<file path="config.mk">
export PLATFORM = sky130hd
export DESIGN_NAME = edps_top
export DESIGN_NICKNAME = d
export VERILOG_FILES = /design/src/hdl/edps_pkg.sv /design/src/hdl/edps_top.sv
export SDC_FILE = /design/constraint.sdc
export NUM_CORES = 2
export LEC_CHECK = 0
export ABC_AREA = 1
export CAP_MARGIN = 20
export CORE_MARGIN = 1
export CORE_UTILIZATION = 65
export CTS_BUF_LIST = sky130_fd_sc_hd__clkbuf_4
export DETAILED_ROUTE_END_ITERATION = 6
export DONT_BUFFER_PORTS = 1
export PLACE_DENSITY = 0.81
export SLEW_MARGIN = 10
export SYNTH_ARGS = -nofsm -noshare
export SYNTH_HDL_FRONTEND = slang
export SYNTH_SLANG_ARGS = --single-unit
</file>
<file path="constraint.sdc">
create_clock -name CORE_CLK -period 59 [get_ports CORE_CLK]
set_input_delay 8.85 -clock CORE_CLK [delete_from_list [all_inputs] [get_ports CORE_CLK]]
set_output_delay 8.85 -clock CORE_CLK [all_outputs]
set_load 0.005 [all_outputs]
</file>
<file path="src/hdl/edps_pkg.sv">
// Constants and types for the pattern sync and error accounting block
package edps_pkg;
	localparam int unsigned CLK_HZ = 20_000_000;
	localparam int unsigned CLK_NS = 1_000_000_000 / CLK_HZ;
	localparam int unsigned INTV_US = 1_000;
	localparam int unsigned INTV_CYC = INTV_US * 1_000 / CLK_NS;
	localparam int unsigned LOSS_NS = 10_000;
	localparam int unsigned LOSS_CYC = (LOSS_NS + CLK_NS - 1) / CLK_NS;
	localparam logic [7:0] LOSS_CNT = 8'(LOSS_CYC);
	localparam logic [3:0] SLIP_ERRS = 4'h8;
	localparam logic [16:0] MIN_DET = 17'h00200;
	localparam logic [6:0] FLEN_MIN = 7'h04;
	localparam logic [6:0] FLEN_MAX = 7'h40;
	localparam logic [15:0] PLEN_MIN = 16'h0004;
	localparam logic [15:0] PLEN_MAX = 16'h0200;
	localparam int unsigned REF_WORDS = 16;
	localparam int unsigned SR_BITS = 128;
	////////////////////////////////////////////////////////////////////////
	localparam logic [11:0] A_CMD = 12'h000;
	localparam logic [11:0] A_CFG = 12'h004;
	localparam logic [11:0] A_FLEN = 12'h008;
	localparam logic [11:0] A_FPOS = 12'h00C;
	localparam logic [11:0] A_PLEN = 12'h010;
	localparam logic [11:0] A_RLEN = 12'h014;
	localparam logic [11:0] A_FPL = 12'h018;
	localparam logic [11:0] A_FPH = 12'h01C;
	localparam logic [11:0] A_PER = 12'h020;
	localparam logic [11:0] A_STAT = 12'h024;
	localparam logic [11:0] A_MASK = 12'h028;
	localparam logic [11:0] A_IND = 12'h02C;
	localparam logic [11:0] A_CNT = 12'h030;
	localparam logic [11:0] A_REM = 12'h05C;
	localparam logic [11:0] A_EFF = 12'h060;
	localparam logic [11:0] A_REF = 12'h100;
	////////////////////////////////////////////////////////////////////////
	localparam int CMD_START = 0;
	localparam int CMD_STOP = 1;
	localparam int CMD_HRST = 2;
	localparam int CF_QUICK = 0;
	localparam int CF_PT_LO = 1;
	localparam int CF_PT_HI = 2;
	localparam int CF_COMBO = 3;
	localparam int CF_METH = 4;
	localparam int CF_W = 5;
	localparam logic [1:0] PT_PRBS = 2'h0;
	localparam logic [1:0] PT_ZERO = 2'h1;
	localparam logic [1:0] PT_DATA = 2'h2;
	localparam logic [1:0] PT_MIXED = 2'h3;
	localparam int IRQ_SGAIN = 0;
	localparam int IRQ_SLOSS = 1;
	localparam int IRQ_ERR = 2;
	localparam int IRQ_CLK = 3;
	localparam int IRQ_CFG = 4;
	localparam int IRQ_DONE = 5;
	localparam int NIRQ = 6;
	localparam int I_CLK = 0;
	localparam int I_SYNC = 1;
	localparam int I_ERR = 2;
	localparam int IND_HIST = 4;
	localparam int IND_SOK = 8;
	localparam int IND_RUN = 9;
	localparam int C_TOT = 0;
	localparam int C_A = 1;
	localparam int C_B = 2;
	localparam int C_EI = 3;
	localparam int C_EFI = 4;
	localparam int C_CLI = 5;
	localparam int C_SLI = 6;
	localparam int C_CCNT = 7;
	localparam int C_FREQ = 8;
	localparam int C_ELAP = 9;
	localparam int C_STIME = 10;
	localparam int NCNT = 11;
	////////////////////////////////////////////////////////////////////////
	typedef enum logic [4:0] {
		S_IDLE = 5'h01,
		S_SETUP = 5'h02,
		S_HUNT = 5'h04,
		S_ALIGN = 5'h08,
		S_SYNC = 5'h10
	} edps_state_t;

	typedef struct packed {
		logic valid;
		logic data;
	} edps_rx_t;

	typedef struct packed {
		edps_state_t state;
		logic [CF_W-1:0] cfg;
		logic [6:0] flen;
		logic [15:0] fpos;
		logic [15:0] plen;
		logic [15:0] rlen;
		logic [63:0] fpat;
		logic [31:0] period;
		logic [NIRQ-1:0] status;
		logic [NIRQ-1:0] mask;
		logic [REF_WORDS-1:0][31:0] refm;
		logic [SR_BITS-1:0] sr;
		logic [15:0] ptr;
		logic [16:0] eff;
		logic run;
		logic pexp;
		logic ie;
		logic icl;
		logic isl;
		logic lerr;
		logic [2:0] hist;
		logic [3:0] errrun;
		logic [7:0] lossc;
		logic [31:0] tcnt;
		logic [31:0] fbits;
		logic [31:0] tms;
		logic [NCNT-1:0][31:0] cnt;
		logic ap_v;
		logic ap_w;
		logic [11:0] ap_a;
		logic [31:0] rdata;
	} edps_st_t;

	localparam edps_st_t ST_RST = '{state: S_IDLE, default: '0};
endpackage

</file>
<file path="src/hdl/edps_top.sv">
// Frame/quick pattern sync, error and alarm accounting, AHB-Lite slave
//
// The placing of the registers and register access over AHB-Lite were decided locally.
`timescale 1ns/100ps
module edps_top #(
	parameter int unsigned INTV_CYC = edps_pkg::INTV_CYC
) (
	input wire logic CORE_CLK,
	input wire logic RST,
	input wire logic CE,
	input wire logic HSEL,
	input wire logic [31:0] HADDR,
	input wire logic [1:0] HTRANS,
	input wire logic HWRITE,
	input wire logic [2:0] HSIZE,
	input wire logic [31:0] HWDATA,
	input wire logic HREADY,
	input wire edps_pkg::edps_rx_t RX,
	output logic [31:0] HRDATA,
	output logic HREADYOUT,
	output logic HRESP,
	output logic IRQ,
	output logic SYNC_OK
);
	edps_pkg::edps_st_t q;
	edps_pkg::edps_st_t d;
	logic [edps_pkg::SR_BITS-1:0] fexp;
	logic [edps_pkg::SR_BITS-1:0] mism;
	logic [7:0] mlen;
	logic hit;
	logic [15:0] dlen;
	logic mode_ok;
	logic flen_ok;
	logic plen_ok;
	logic cfg_ok;
	logic pos_ok;
	logic [16:0] room;
	logic quick;
	logic [511:0] refv;
	logic exp_bit;
	logic err_now;
	logic clk_loss;
	logic tick;
	logic wr;
	logic start;
	logic stop;
	logic hrst;
	logic [2:0] cur;
	localparam int NIRQ_W = edps_pkg::NIRQ;
	logic [NIRQ_W-1:0] ev;
	logic [NIRQ_W-1:0] w1c;
	logic [15:0] nx;
	logic [31:0] rd;
	logic [9:0] ci;

	////////////////////////////////////////////////////////////////////////
	assign quick = q.cfg[edps_pkg::CF_QUICK];
	assign mlen = q.cfg[edps_pkg::CF_COMBO] ? {q.flen, 1'b0}
		: {1'b0, q.flen};
	assign dlen = (q.cfg[edps_pkg::CF_PT_HI:edps_pkg::CF_PT_LO]
		== edps_pkg::PT_MIXED) ? q.rlen : q.plen;

	always_comb begin
		case (q.cfg[edps_pkg::CF_PT_HI:edps_pkg::CF_PT_LO])
			edps_pkg::PT_ZERO: mode_ok = 1'b1;
			edps_pkg::PT_DATA: mode_ok = 1'b1;
			edps_pkg::PT_MIXED: mode_ok = ~quick;
			default: mode_ok = 1'b0;
		endcase
	end

	assign flen_ok = (q.flen >= edps_pkg::FLEN_MIN)
		&& (q.flen <= edps_pkg::FLEN_MAX) && (q.flen[1:0] == 2'h0);
	// Reference memory bounds the usable pattern length
	assign plen_ok = (q.plen >= edps_pkg::PLEN_MIN)
		&& (q.plen <= edps_pkg::PLEN_MAX) && (dlen >= edps_pkg::PLEN_MIN);
	assign cfg_ok = mode_ok && plen_ok && (quick || flen_ok);

	assign room = 17'(q.eff - {10'h000, q.flen});
	always_comb begin
		if (q.eff < {10'h000, q.flen}) begin
			pos_ok = 1'b0;
		end else if (q.cfg[edps_pkg::CF_COMBO]) begin
			pos_ok = q.fpos[0]
				&& ({2'b00, q.fpos[15:1]} <= {1'b0, room[16:1]});
		end else begin
			pos_ok = (q.fpos != 16'h0000)
				&& ({1'b0, q.fpos} <= 17'(room + 17'h00001));
		end
	end

	// In combination each frame bit appears once per channel, interleaved
	genvar j;
	for (j = 0; j < edps_pkg::SR_BITS; j++) begin : g_frame
		if (j < 64) begin : g_lo
			assign fexp[j] = q.cfg[edps_pkg::CF_COMBO] ? q.fpat[j / 2]
				: q.fpat[j];
		end else begin : g_hi
			assign fexp[j] = q.fpat[j / 2];
		end
		assign mism[j] = (8'(j) < mlen) && (q.sr[j] != fexp[j]);
	end
	assign hit = ~|mism;

	assign refv = q.refm;
	assign exp_bit = refv[q.ptr[8:0]];
	assign err_now = q.run && (q.state == edps_pkg::S_SYNC) && RX.valid
		&& (RX.data != exp_bit);
	assign clk_loss = q.lossc == edps_pkg::LOSS_CNT;
	assign tick = q.tcnt == 32'(INTV_CYC - 1);
	assign cur[edps_pkg::I_CLK] = clk_loss;
	assign cur[edps_pkg::I_SYNC] = q.run
		&& (q.state != edps_pkg::S_SYNC);
	assign cur[edps_pkg::I_ERR] = q.lerr || q.ie;

	////////////////////////////////////////////////////////////////////////
	assign wr = q.ap_v && q.ap_w;
	assign start = wr && (q.ap_a == edps_pkg::A_CMD)
		&& HWDATA[edps_pkg::CMD_START];
	assign stop = wr && (q.ap_a == edps_pkg::A_CMD)
		&& HWDATA[edps_pkg::CMD_STOP];
	assign hrst = wr && (q.ap_a == edps_pkg::A_CMD)
		&& HWDATA[edps_pkg::CMD_HRST];
	assign ci = 10'((HADDR[11:0] - edps_pkg::A_CNT) >> 2);

	always_comb begin
		rd = 32'h00000000;
		case (HADDR[11:0])
			edps_pkg::A_CFG: rd = 32'(q.cfg);
			edps_pkg::A_FLEN: rd = 32'(q.flen);
			edps_pkg::A_FPOS: rd = 32'(q.fpos);
			edps_pkg::A_PLEN: rd = 32'(q.plen);
			edps_pkg::A_RLEN: rd = 32'(q.rlen);
			edps_pkg::A_FPL: rd = q.fpat[31:0];
			edps_pkg::A_FPH: rd = q.fpat[63:32];
			edps_pkg::A_PER: rd = q.period;
			edps_pkg::A_STAT: rd = 32'(q.status);
			edps_pkg::A_MASK: rd = 32'(q.mask);
			edps_pkg::A_IND: begin
				rd[2:0] = cur;
				rd[edps_pkg::IND_HIST +: 3] = q.hist;
				rd[edps_pkg::IND_SOK] = q.state == edps_pkg::S_SYNC;
				rd[edps_pkg::IND_RUN] = q.run;
			end
			edps_pkg::A_REM: begin
				if (q.period != 32'h00000000) begin
					rd = 32'(q.period - q.cnt[edps_pkg::C_ELAP]);
				end
			end
			edps_pkg::A_EFF: rd = 32'(q.eff);
			default: begin
				if (HADDR[11:6] == edps_pkg::A_REF[11:6]) begin
					rd = q.refm[HADDR[5:2]];
				end else if (HADDR[11:0] >= edps_pkg::A_CNT
					&& ci < 10'(edps_pkg::NCNT)) begin
					rd = q.cnt[ci];
				end
			end
		endcase
	end

	////////////////////////////////////////////////////////////////////////
	always_comb begin
		d = q;
		ev = '0;
		w1c = '0;
		nx = q.ptr;
		d.ap_v = HSEL && HTRANS[1] && HREADY;
		d.ap_w = HWRITE;
		d.ap_a = HADDR[11:0];
		if (HSEL && HTRANS[1] && HREADY && !HWRITE) begin
			d.rdata = rd;
		end
		// Settings except the interrupt mask, and the reference, are frozen while a measurement runs
		if (wr) begin
			case (q.ap_a)
				edps_pkg::A_STAT: w1c = HWDATA[NIRQ_W-1:0];
				edps_pkg::A_MASK: d.mask = HWDATA[NIRQ_W-1:0];
				default: begin
					if (q.state == edps_pkg::S_IDLE) begin
						case (q.ap_a)
							edps_pkg::A_CFG: d.cfg = HWDATA[4:0];
							edps_pkg::A_FLEN: d.flen = HWDATA[6:0];
							edps_pkg::A_FPOS: d.fpos = HWDATA[15:0];
							edps_pkg::A_PLEN: d.plen = HWDATA[15:0];
							edps_pkg::A_RLEN: d.rlen = HWDATA[15:0];
							edps_pkg::A_FPL: d.fpat[31:0] = HWDATA;
							edps_pkg::A_FPH: d.fpat[63:32] = HWDATA;
							edps_pkg::A_PER: d.period = HWDATA;
							default: begin
								if (q.ap_a[11:6] == edps_pkg::A_REF[11:6]) begin
									d.refm[q.ap_a[5:2]] = HWDATA;
								end
							end
						endcase
					end
				end
			endcase
		end

		if (RX.valid) begin
			d.sr = {q.sr[edps_pkg::SR_BITS-2:0], RX.data};
			d.lossc = 8'h00;
		end else if (!clk_loss) begin
			d.lossc = 8'(q.lossc + 8'h01);
		end
		if (clk_loss && (q.lossc != edps_pkg::LOSS_CNT - 8'h01)) begin
			ev[edps_pkg::IRQ_CLK] = 1'b0;
		end
		if (!clk_loss && !RX.valid
			&& (q.lossc == edps_pkg::LOSS_CNT - 8'h01)) begin
			ev[edps_pkg::IRQ_CLK] = 1'b1;
		end

		// Free gate: frequency in kHz is bits per 1 ms interval
		d.tcnt = tick ? 32'h00000000 : 32'(q.tcnt + 32'h1);
		d.fbits = tick ? 32'h00000000 : 32'(q.fbits + 32'(RX.valid));
		if (tick) begin
			d.cnt[edps_pkg::C_FREQ] = 32'(q.fbits + 32'(RX.valid));
			d.tms = 32'(q.tms + 32'h1);
		end

		case (q.state)
			edps_pkg::S_IDLE: begin
				d.run = 1'b0;
			end
			edps_pkg::S_SETUP: begin
				if (q.eff < edps_pkg::MIN_DET) begin
					d.eff = 17'(q.eff + {1'b0, dlen});
				end else if (quick || pos_ok) begin
					d.state = edps_pkg::S_HUNT;
				end else begin
					d.state = edps_pkg::S_IDLE;
					d.run = 1'b0;
					ev[edps_pkg::IRQ_CFG] = 1'b1;
				end
			end
			edps_pkg::S_HUNT: begin
				if (quick) begin
					d.state = edps_pkg::S_SYNC;
					d.ptr = 16'h0000;
					d.errrun = 4'h0;
					ev[edps_pkg::IRQ_SGAIN] = 1'b1;
				end else if (hit) begin
					d.state = edps_pkg::S_ALIGN;
					d.ptr = 16'(q.fpos - 16'h0001 + {8'h00, mlen}
						+ {15'h0000, RX.valid});
				end
			end
			edps_pkg::S_ALIGN: begin
				// Pattern wraps modulo its length, one subtraction per cycle
				nx = 16'(q.ptr + {15'h0000, RX.valid});
				if (nx >= q.plen) begin
					nx = 16'(nx - q.plen);
				end
				d.ptr = nx;
				if (nx < q.plen) begin
					d.state = edps_pkg::S_SYNC;
					d.errrun = 4'h0;
					ev[edps_pkg::IRQ_SGAIN] = 1'b1;
				end
			end
			edps_pkg::S_SYNC: begin
				if (RX.valid) begin
					d.pexp = exp_bit;
					d.ptr = (q.ptr == 16'(q.plen - 16'h0001)) ? 16'h0000
						: 16'(q.ptr + 16'h0001);
					d.errrun = (RX.data != exp_bit)
						? 4'(q.errrun + 4'h1) : 4'h0;
				end
				if (clk_loss || (RX.valid && (RX.data != exp_bit)
					&& (q.errrun == edps_pkg::SLIP_ERRS - 4'h1))) begin
					d.state = edps_pkg::S_HUNT;
					ev[edps_pkg::IRQ_SLOSS] = q.run;
				end
			end
			default: begin
				d.state = edps_pkg::S_IDLE;
				d.run = 1'b0;
			end
		endcase

		if (err_now) begin
			d.ie = 1'b1;
			ev[edps_pkg::IRQ_ERR] = 1'b1;
			d.cnt[edps_pkg::C_TOT] = 32'(q.cnt[edps_pkg::C_TOT] + 32'h1);
			if (q.cfg[edps_pkg::CF_METH] ? (exp_bit != q.pexp)
				: RX.data) begin
				d.cnt[edps_pkg::C_A] = 32'(q.cnt[edps_pkg::C_A] + 32'h1);
			end else begin
				d.cnt[edps_pkg::C_B] = 32'(q.cnt[edps_pkg::C_B] + 32'h1);
			end
		end
		if (q.run && RX.valid) begin
			d.cnt[edps_pkg::C_CCNT] = 32'(q.cnt[edps_pkg::C_CCNT] + 32'h1);
		end
		if (q.run) begin
			d.icl = d.icl || clk_loss;
			d.isl = d.isl || cur[edps_pkg::I_SYNC];
		end
		if (tick && q.run) begin
			if (q.ie || err_now) begin
				d.cnt[edps_pkg::C_EI] = 32'(q.cnt[edps_pkg::C_EI] + 32'h1);
			end else begin
				d.cnt[edps_pkg::C_EFI] = 32'(q.cnt[edps_pkg::C_EFI] + 32'h1);
			end
			if (q.icl || clk_loss) begin
				d.cnt[edps_pkg::C_CLI] = 32'(q.cnt[edps_pkg::C_CLI] + 32'h1);
			end
			if (q.isl || cur[edps_pkg::I_SYNC]) begin
				d.cnt[edps_pkg::C_SLI] = 32'(q.cnt[edps_pkg::C_SLI] + 32'h1);
			end
			d.lerr = q.ie || err_now;
			d.ie = 1'b0;
			d.icl = 1'b0;
			d.isl = 1'b0;
			d.cnt[edps_pkg::C_ELAP] = 32'(q.cnt[edps_pkg::C_ELAP] + 32'h1);
			if ((q.period != 32'h00000000) && (32'(q.cnt[edps_pkg::C_ELAP]
				+ 32'h1) == q.period)) begin
				d.run = 1'b0;
				d.state = edps_pkg::S_IDLE;
				ev[edps_pkg::IRQ_DONE] = 1'b1;
			end
		end

		if (stop) begin
			d.run = 1'b0;
			d.state = edps_pkg::S_IDLE;
		end
		if (start) begin
			for (int i = 0; i < edps_pkg::C_STIME; i++) begin
				if (i != edps_pkg::C_FREQ) begin
					d.cnt[i] = 32'h00000000;
				end
			end
			d.cnt[edps_pkg::C_STIME] = q.tms;
			d.ie = 1'b0;
			d.icl = 1'b0;
			d.isl = 1'b0;
			d.lerr = 1'b0;
			d.eff = {1'b0, dlen};
			d.run = cfg_ok;
			d.state = cfg_ok ? edps_pkg::S_SETUP : edps_pkg::S_IDLE;
			ev[edps_pkg::IRQ_CFG] = !cfg_ok;
		end

		d.hist = (hrst ? 3'h0 : q.hist) | cur;
		d.status = (q.status & ~w1c) | ev;
	end

	always_ff @(posedge CORE_CLK or posedge RST) begin
		if (RST) begin
			q <= edps_pkg::ST_RST;
		end else if (CE) begin
			q <= d;
		end
	end

	// A frozen block must stall the bus rather than drop transfers
	assign HREADYOUT = CE;
	assign HRESP = 1'b0;
	assign HRDATA = q.rdata;
	assign IRQ = |(q.status & q.mask);
	assign SYNC_OK = q.state == edps_pkg::S_SYNC;
endmodule
</file>
==> reports/results.tsv <==
stage	metric	value	unit
placement	gp_congestion	1.069	
route	vias	85620	
clock_tree	htree_levels	5	
grt	use_met1	62.69	%
route	wire_per_inst	24.56	microns
clock_tree	cts_sinks	1361	
timing	fin_tns_setup	0	ns
route	drt-initial-drc-count	13890	
worst_setup_path	cp.required	50.15	ns
synthesis	postSynth.asyncResetShare	100.0	%
grt	grt_use_total	48.76	%
grt	met3_usage	16.15	%
grt	grt_pass1_wl	480000	microns
clock_tree	postCtsSetupBuffers	0	
hold_path	min_from	q[44]$_DFFE_PP0P_	
route	viasPerCell	6.500	
cells_and_area	fin_cells	13170	
grt	grt_pass1_vias	78850	
clock_tree	cts_made_buffers	376	
grt	use_met2	69.35	%
worst_setup_path	crit_arrival	8.85	ns
worst_setup_path	startpoint_type	primary input	
timing	maxSlewHeadroom	-2.608	%
synthesis	muxShareOfSynthArea	0	%
placement	dp.cells	12520	
route	post-route-drc-count	23	
timing	grt_setup_unrepaired	false	
synthesis	ys_seq_elements	1361	
die	num_rows	131	
synthesis	yosys.area_share.adder	2.691	%
synthesis	yosysWarnings	0	
cells_and_area	layout-drive-gt1-share	7.459	%
placement	postPlaceCellArea	0.08410	sq mm
outcome	violations	design-rule violations, max-slew violations	
power	vdd_ir_drop_max	0.02176	mV
clock_tree	clock_latency	1.41	ns
worst_setup_path	path_max_fanout	127	
flow_run	max-cap-violations	0	
worst_setup_path	critPathCaptureType	output port	
cells_and_area	final_nets	11500	
synthesis	synth_ff_type	dfrtp_1	
synthesis	synth_top_family_by_area	simple AND/OR/NAND/NOR gates	
power	power_density	22.46	mW/mm^2
timing	drv_slew	1	
worst_setup_path	startpoint	CE	
grt	grt-ovfl-total	0	
die	io_pins	113	
timing	skew	0.1332	ns
grt	grt_most_used_layer	met2	
synthesis	synthCells	11390	
worst_setup_path	critical_path_class	primary input to output port	
synthesis	yosys.area_share.simple	23.76	%
outcome	status	finished with violations	
worst_setup_path	r2r_start	q[534]$_DFFE_PP0P_	
clock_tree	clk_path_buf_depth	4	
route	drt_first_pass_iters	7	
synthesis	synth_nets	11650	
synthesis	synth_compound_area_share	19.79	%
placement	io_buffers	0	
route	antenna_left	0	
die	initial_core_util	65.54	%
clock_tree	cts_root_buf	clkbuf_4	
timing	min_period	17.70	ns
die	die_h	360.8	microns
route	wl	323500	microns
die	die_x	360.8	microns
power	total_power	1.992	mW
synthesis	synth_seq_area_share	40.70	%
timing	setup_viol	0	
power	p_leak	41.23	nW
cells_and_area	syn2layout_area_growth	5.986	%
timing	period_share	30.00	%
timing	timing.fmax	0.05650	GHz
die	core	0.1277	sq mm
clock_tree	cts.hold.buffers_added	0	
synthesis	syn_area_per_cell	7.344	sq um
clock_tree	cts_tree	done	
cells_and_area	n_fill_cell	10730	
clock_tree	path_clk_slew	0.07	ns
timing	tightest_slew	1.539	ns
timing	whs	0.4760	ns
timing	hold_violations	0	
synthesis	synth-edff-count	0	
cells_and_area	final_area	0.08869	sq mm
clock_tree	post_cts_resize_count	0	
placement	dp_hpwl	223700	microns
synthesis	synth-xor-area-share	4.611	%
die	dieArea	0.1302	sq mm
synthesis	synth.distinct_cells	83	
grt	antenna_found_initial	24	
synthesis	syn_area	0.08368	sq mm
grt	grt_max_degree	193	
hold_path	hp-class	flip-flop to flip-flop	
-- cell families (layout without fill, tap and decap cells) --
group                    count (synthesis)  after routing
XOR/XNOR                               439            439
flip-flops                            1361           1361
AO/OA/AOI/OAI                         2892           2892
AND/OR/NAND/NOR                       4765           4765
adder cells (fa/ha/maj)                177            177
other                                    1             23
buffers and inverters                 1759           1854
-- cell usage in the layout (no fill, tap or decap), drive strengths merged, types with 188 or more instances in the layout --
master / instances
nand2: 2950
o21ai: 1581
dfrtp: 1360
inv: 1084
nor2: 808
clkbuf: 534
nand3: 496
a21oi: 462
xor2: 367
o22ai: 266
nand4: 188
-- worst paths after layout --
path	end	slack [ns]	cells past startpoint
setup / recovery	HREADYOUT	41.30	0
hold / removal	q[44]$_DFFE_PP0P_	0.48	2
setup reg to reg	q[503]$_DFFE_PP0P_	51.68	28
hold reg to reg	q[44]$_DFFE_PP0P_	0.48	2
max in group asynchronous	q[585]$_DFFE_PP0P_	48.43	4
min in group asynchronous	q[530]$_DFFE_PP0P_	7.48	1
-- where the power goes --
| part | total, mW | switching, mW | internal, mW |
|---|---|---|---|
| registers | 0.994 | 0.0308 | 0.963 |
| logic | 0.168 | 0.124 | 0.0441 |
| clock network | 0.830 | 0.418 | 0.412 |
-- cell usage after synthesis (all sizes together), types with 55 or more instances --
library cell / count / share of area [%]
dfrtp: 1360 / 41
a21oi: 462 / 2.8
nand2: 2950 / 13
nor2: 808 / 3.7
nand3: 496 / 3.0
clkbuf: 447 / 2.0
nor4: 69 / 0.56
xnor2: 71 / 0.74
inv: 1085 / 4.9
o211ai: 146 / 1.3
buf: 214 / 1.5
ha: 172 / 2.6
a31oi: 55 / 0.41
nand4: 188 / 1.4
a22oi: 111 / 1.0
o22ai: 266 / 2.0
nor3: 167 / 1.1
xor2: 367 / 3.8
o21ai: 1581 / 9.5
-- sequential cells by signal, indices dropped and copies added, names as in the netlist --
| signal | flops |
|---|---|
| fexp | 33 |
| q | 1296 |
| HRDATA | 32 |
-- layout make-up --
cell class | count | area, sq um | area share (%)
repair buffers | 139 | 1300 | 1.466
flip-flops and latches | 1361 | 34070 | 38.41
multi-input cells | 8274 | 42700 | 48.15
clock buffers | 534 | 4009 | 4.520
clock inverters | 83 | 332.8 | 0.3753
inverters | 1098 | 4138 | 4.666
well taps | 1662 | 2079 | 2.345
diodes | 22 | 55.05 | 0.06208
-- stage by stage --
| step | worst slack [ns] | utilization [%] |
|---|---|---|
| 6_report | 41.30 | 69.46 |
| 5_1_grt | 41.30 | 69.43 |
| 4_1_cts | 41.30 | 69.26 |
| 3_5_place_dp | 41.30 | 65.86 |
| 3_3_place_gp | 41.30 | 65.80 |
| 2_1_floorplan | 11.78 | - |
-- layer usage --
metal | up-vias | wire [microns]
li1 | 38090 | -
met1 | 39850 | 117500
met2 | 6300 | 133700
met3 | 1358 | 46240
met4 | 18 | 25880
met5 | - | 165
(Power assumes the default switching activity.)
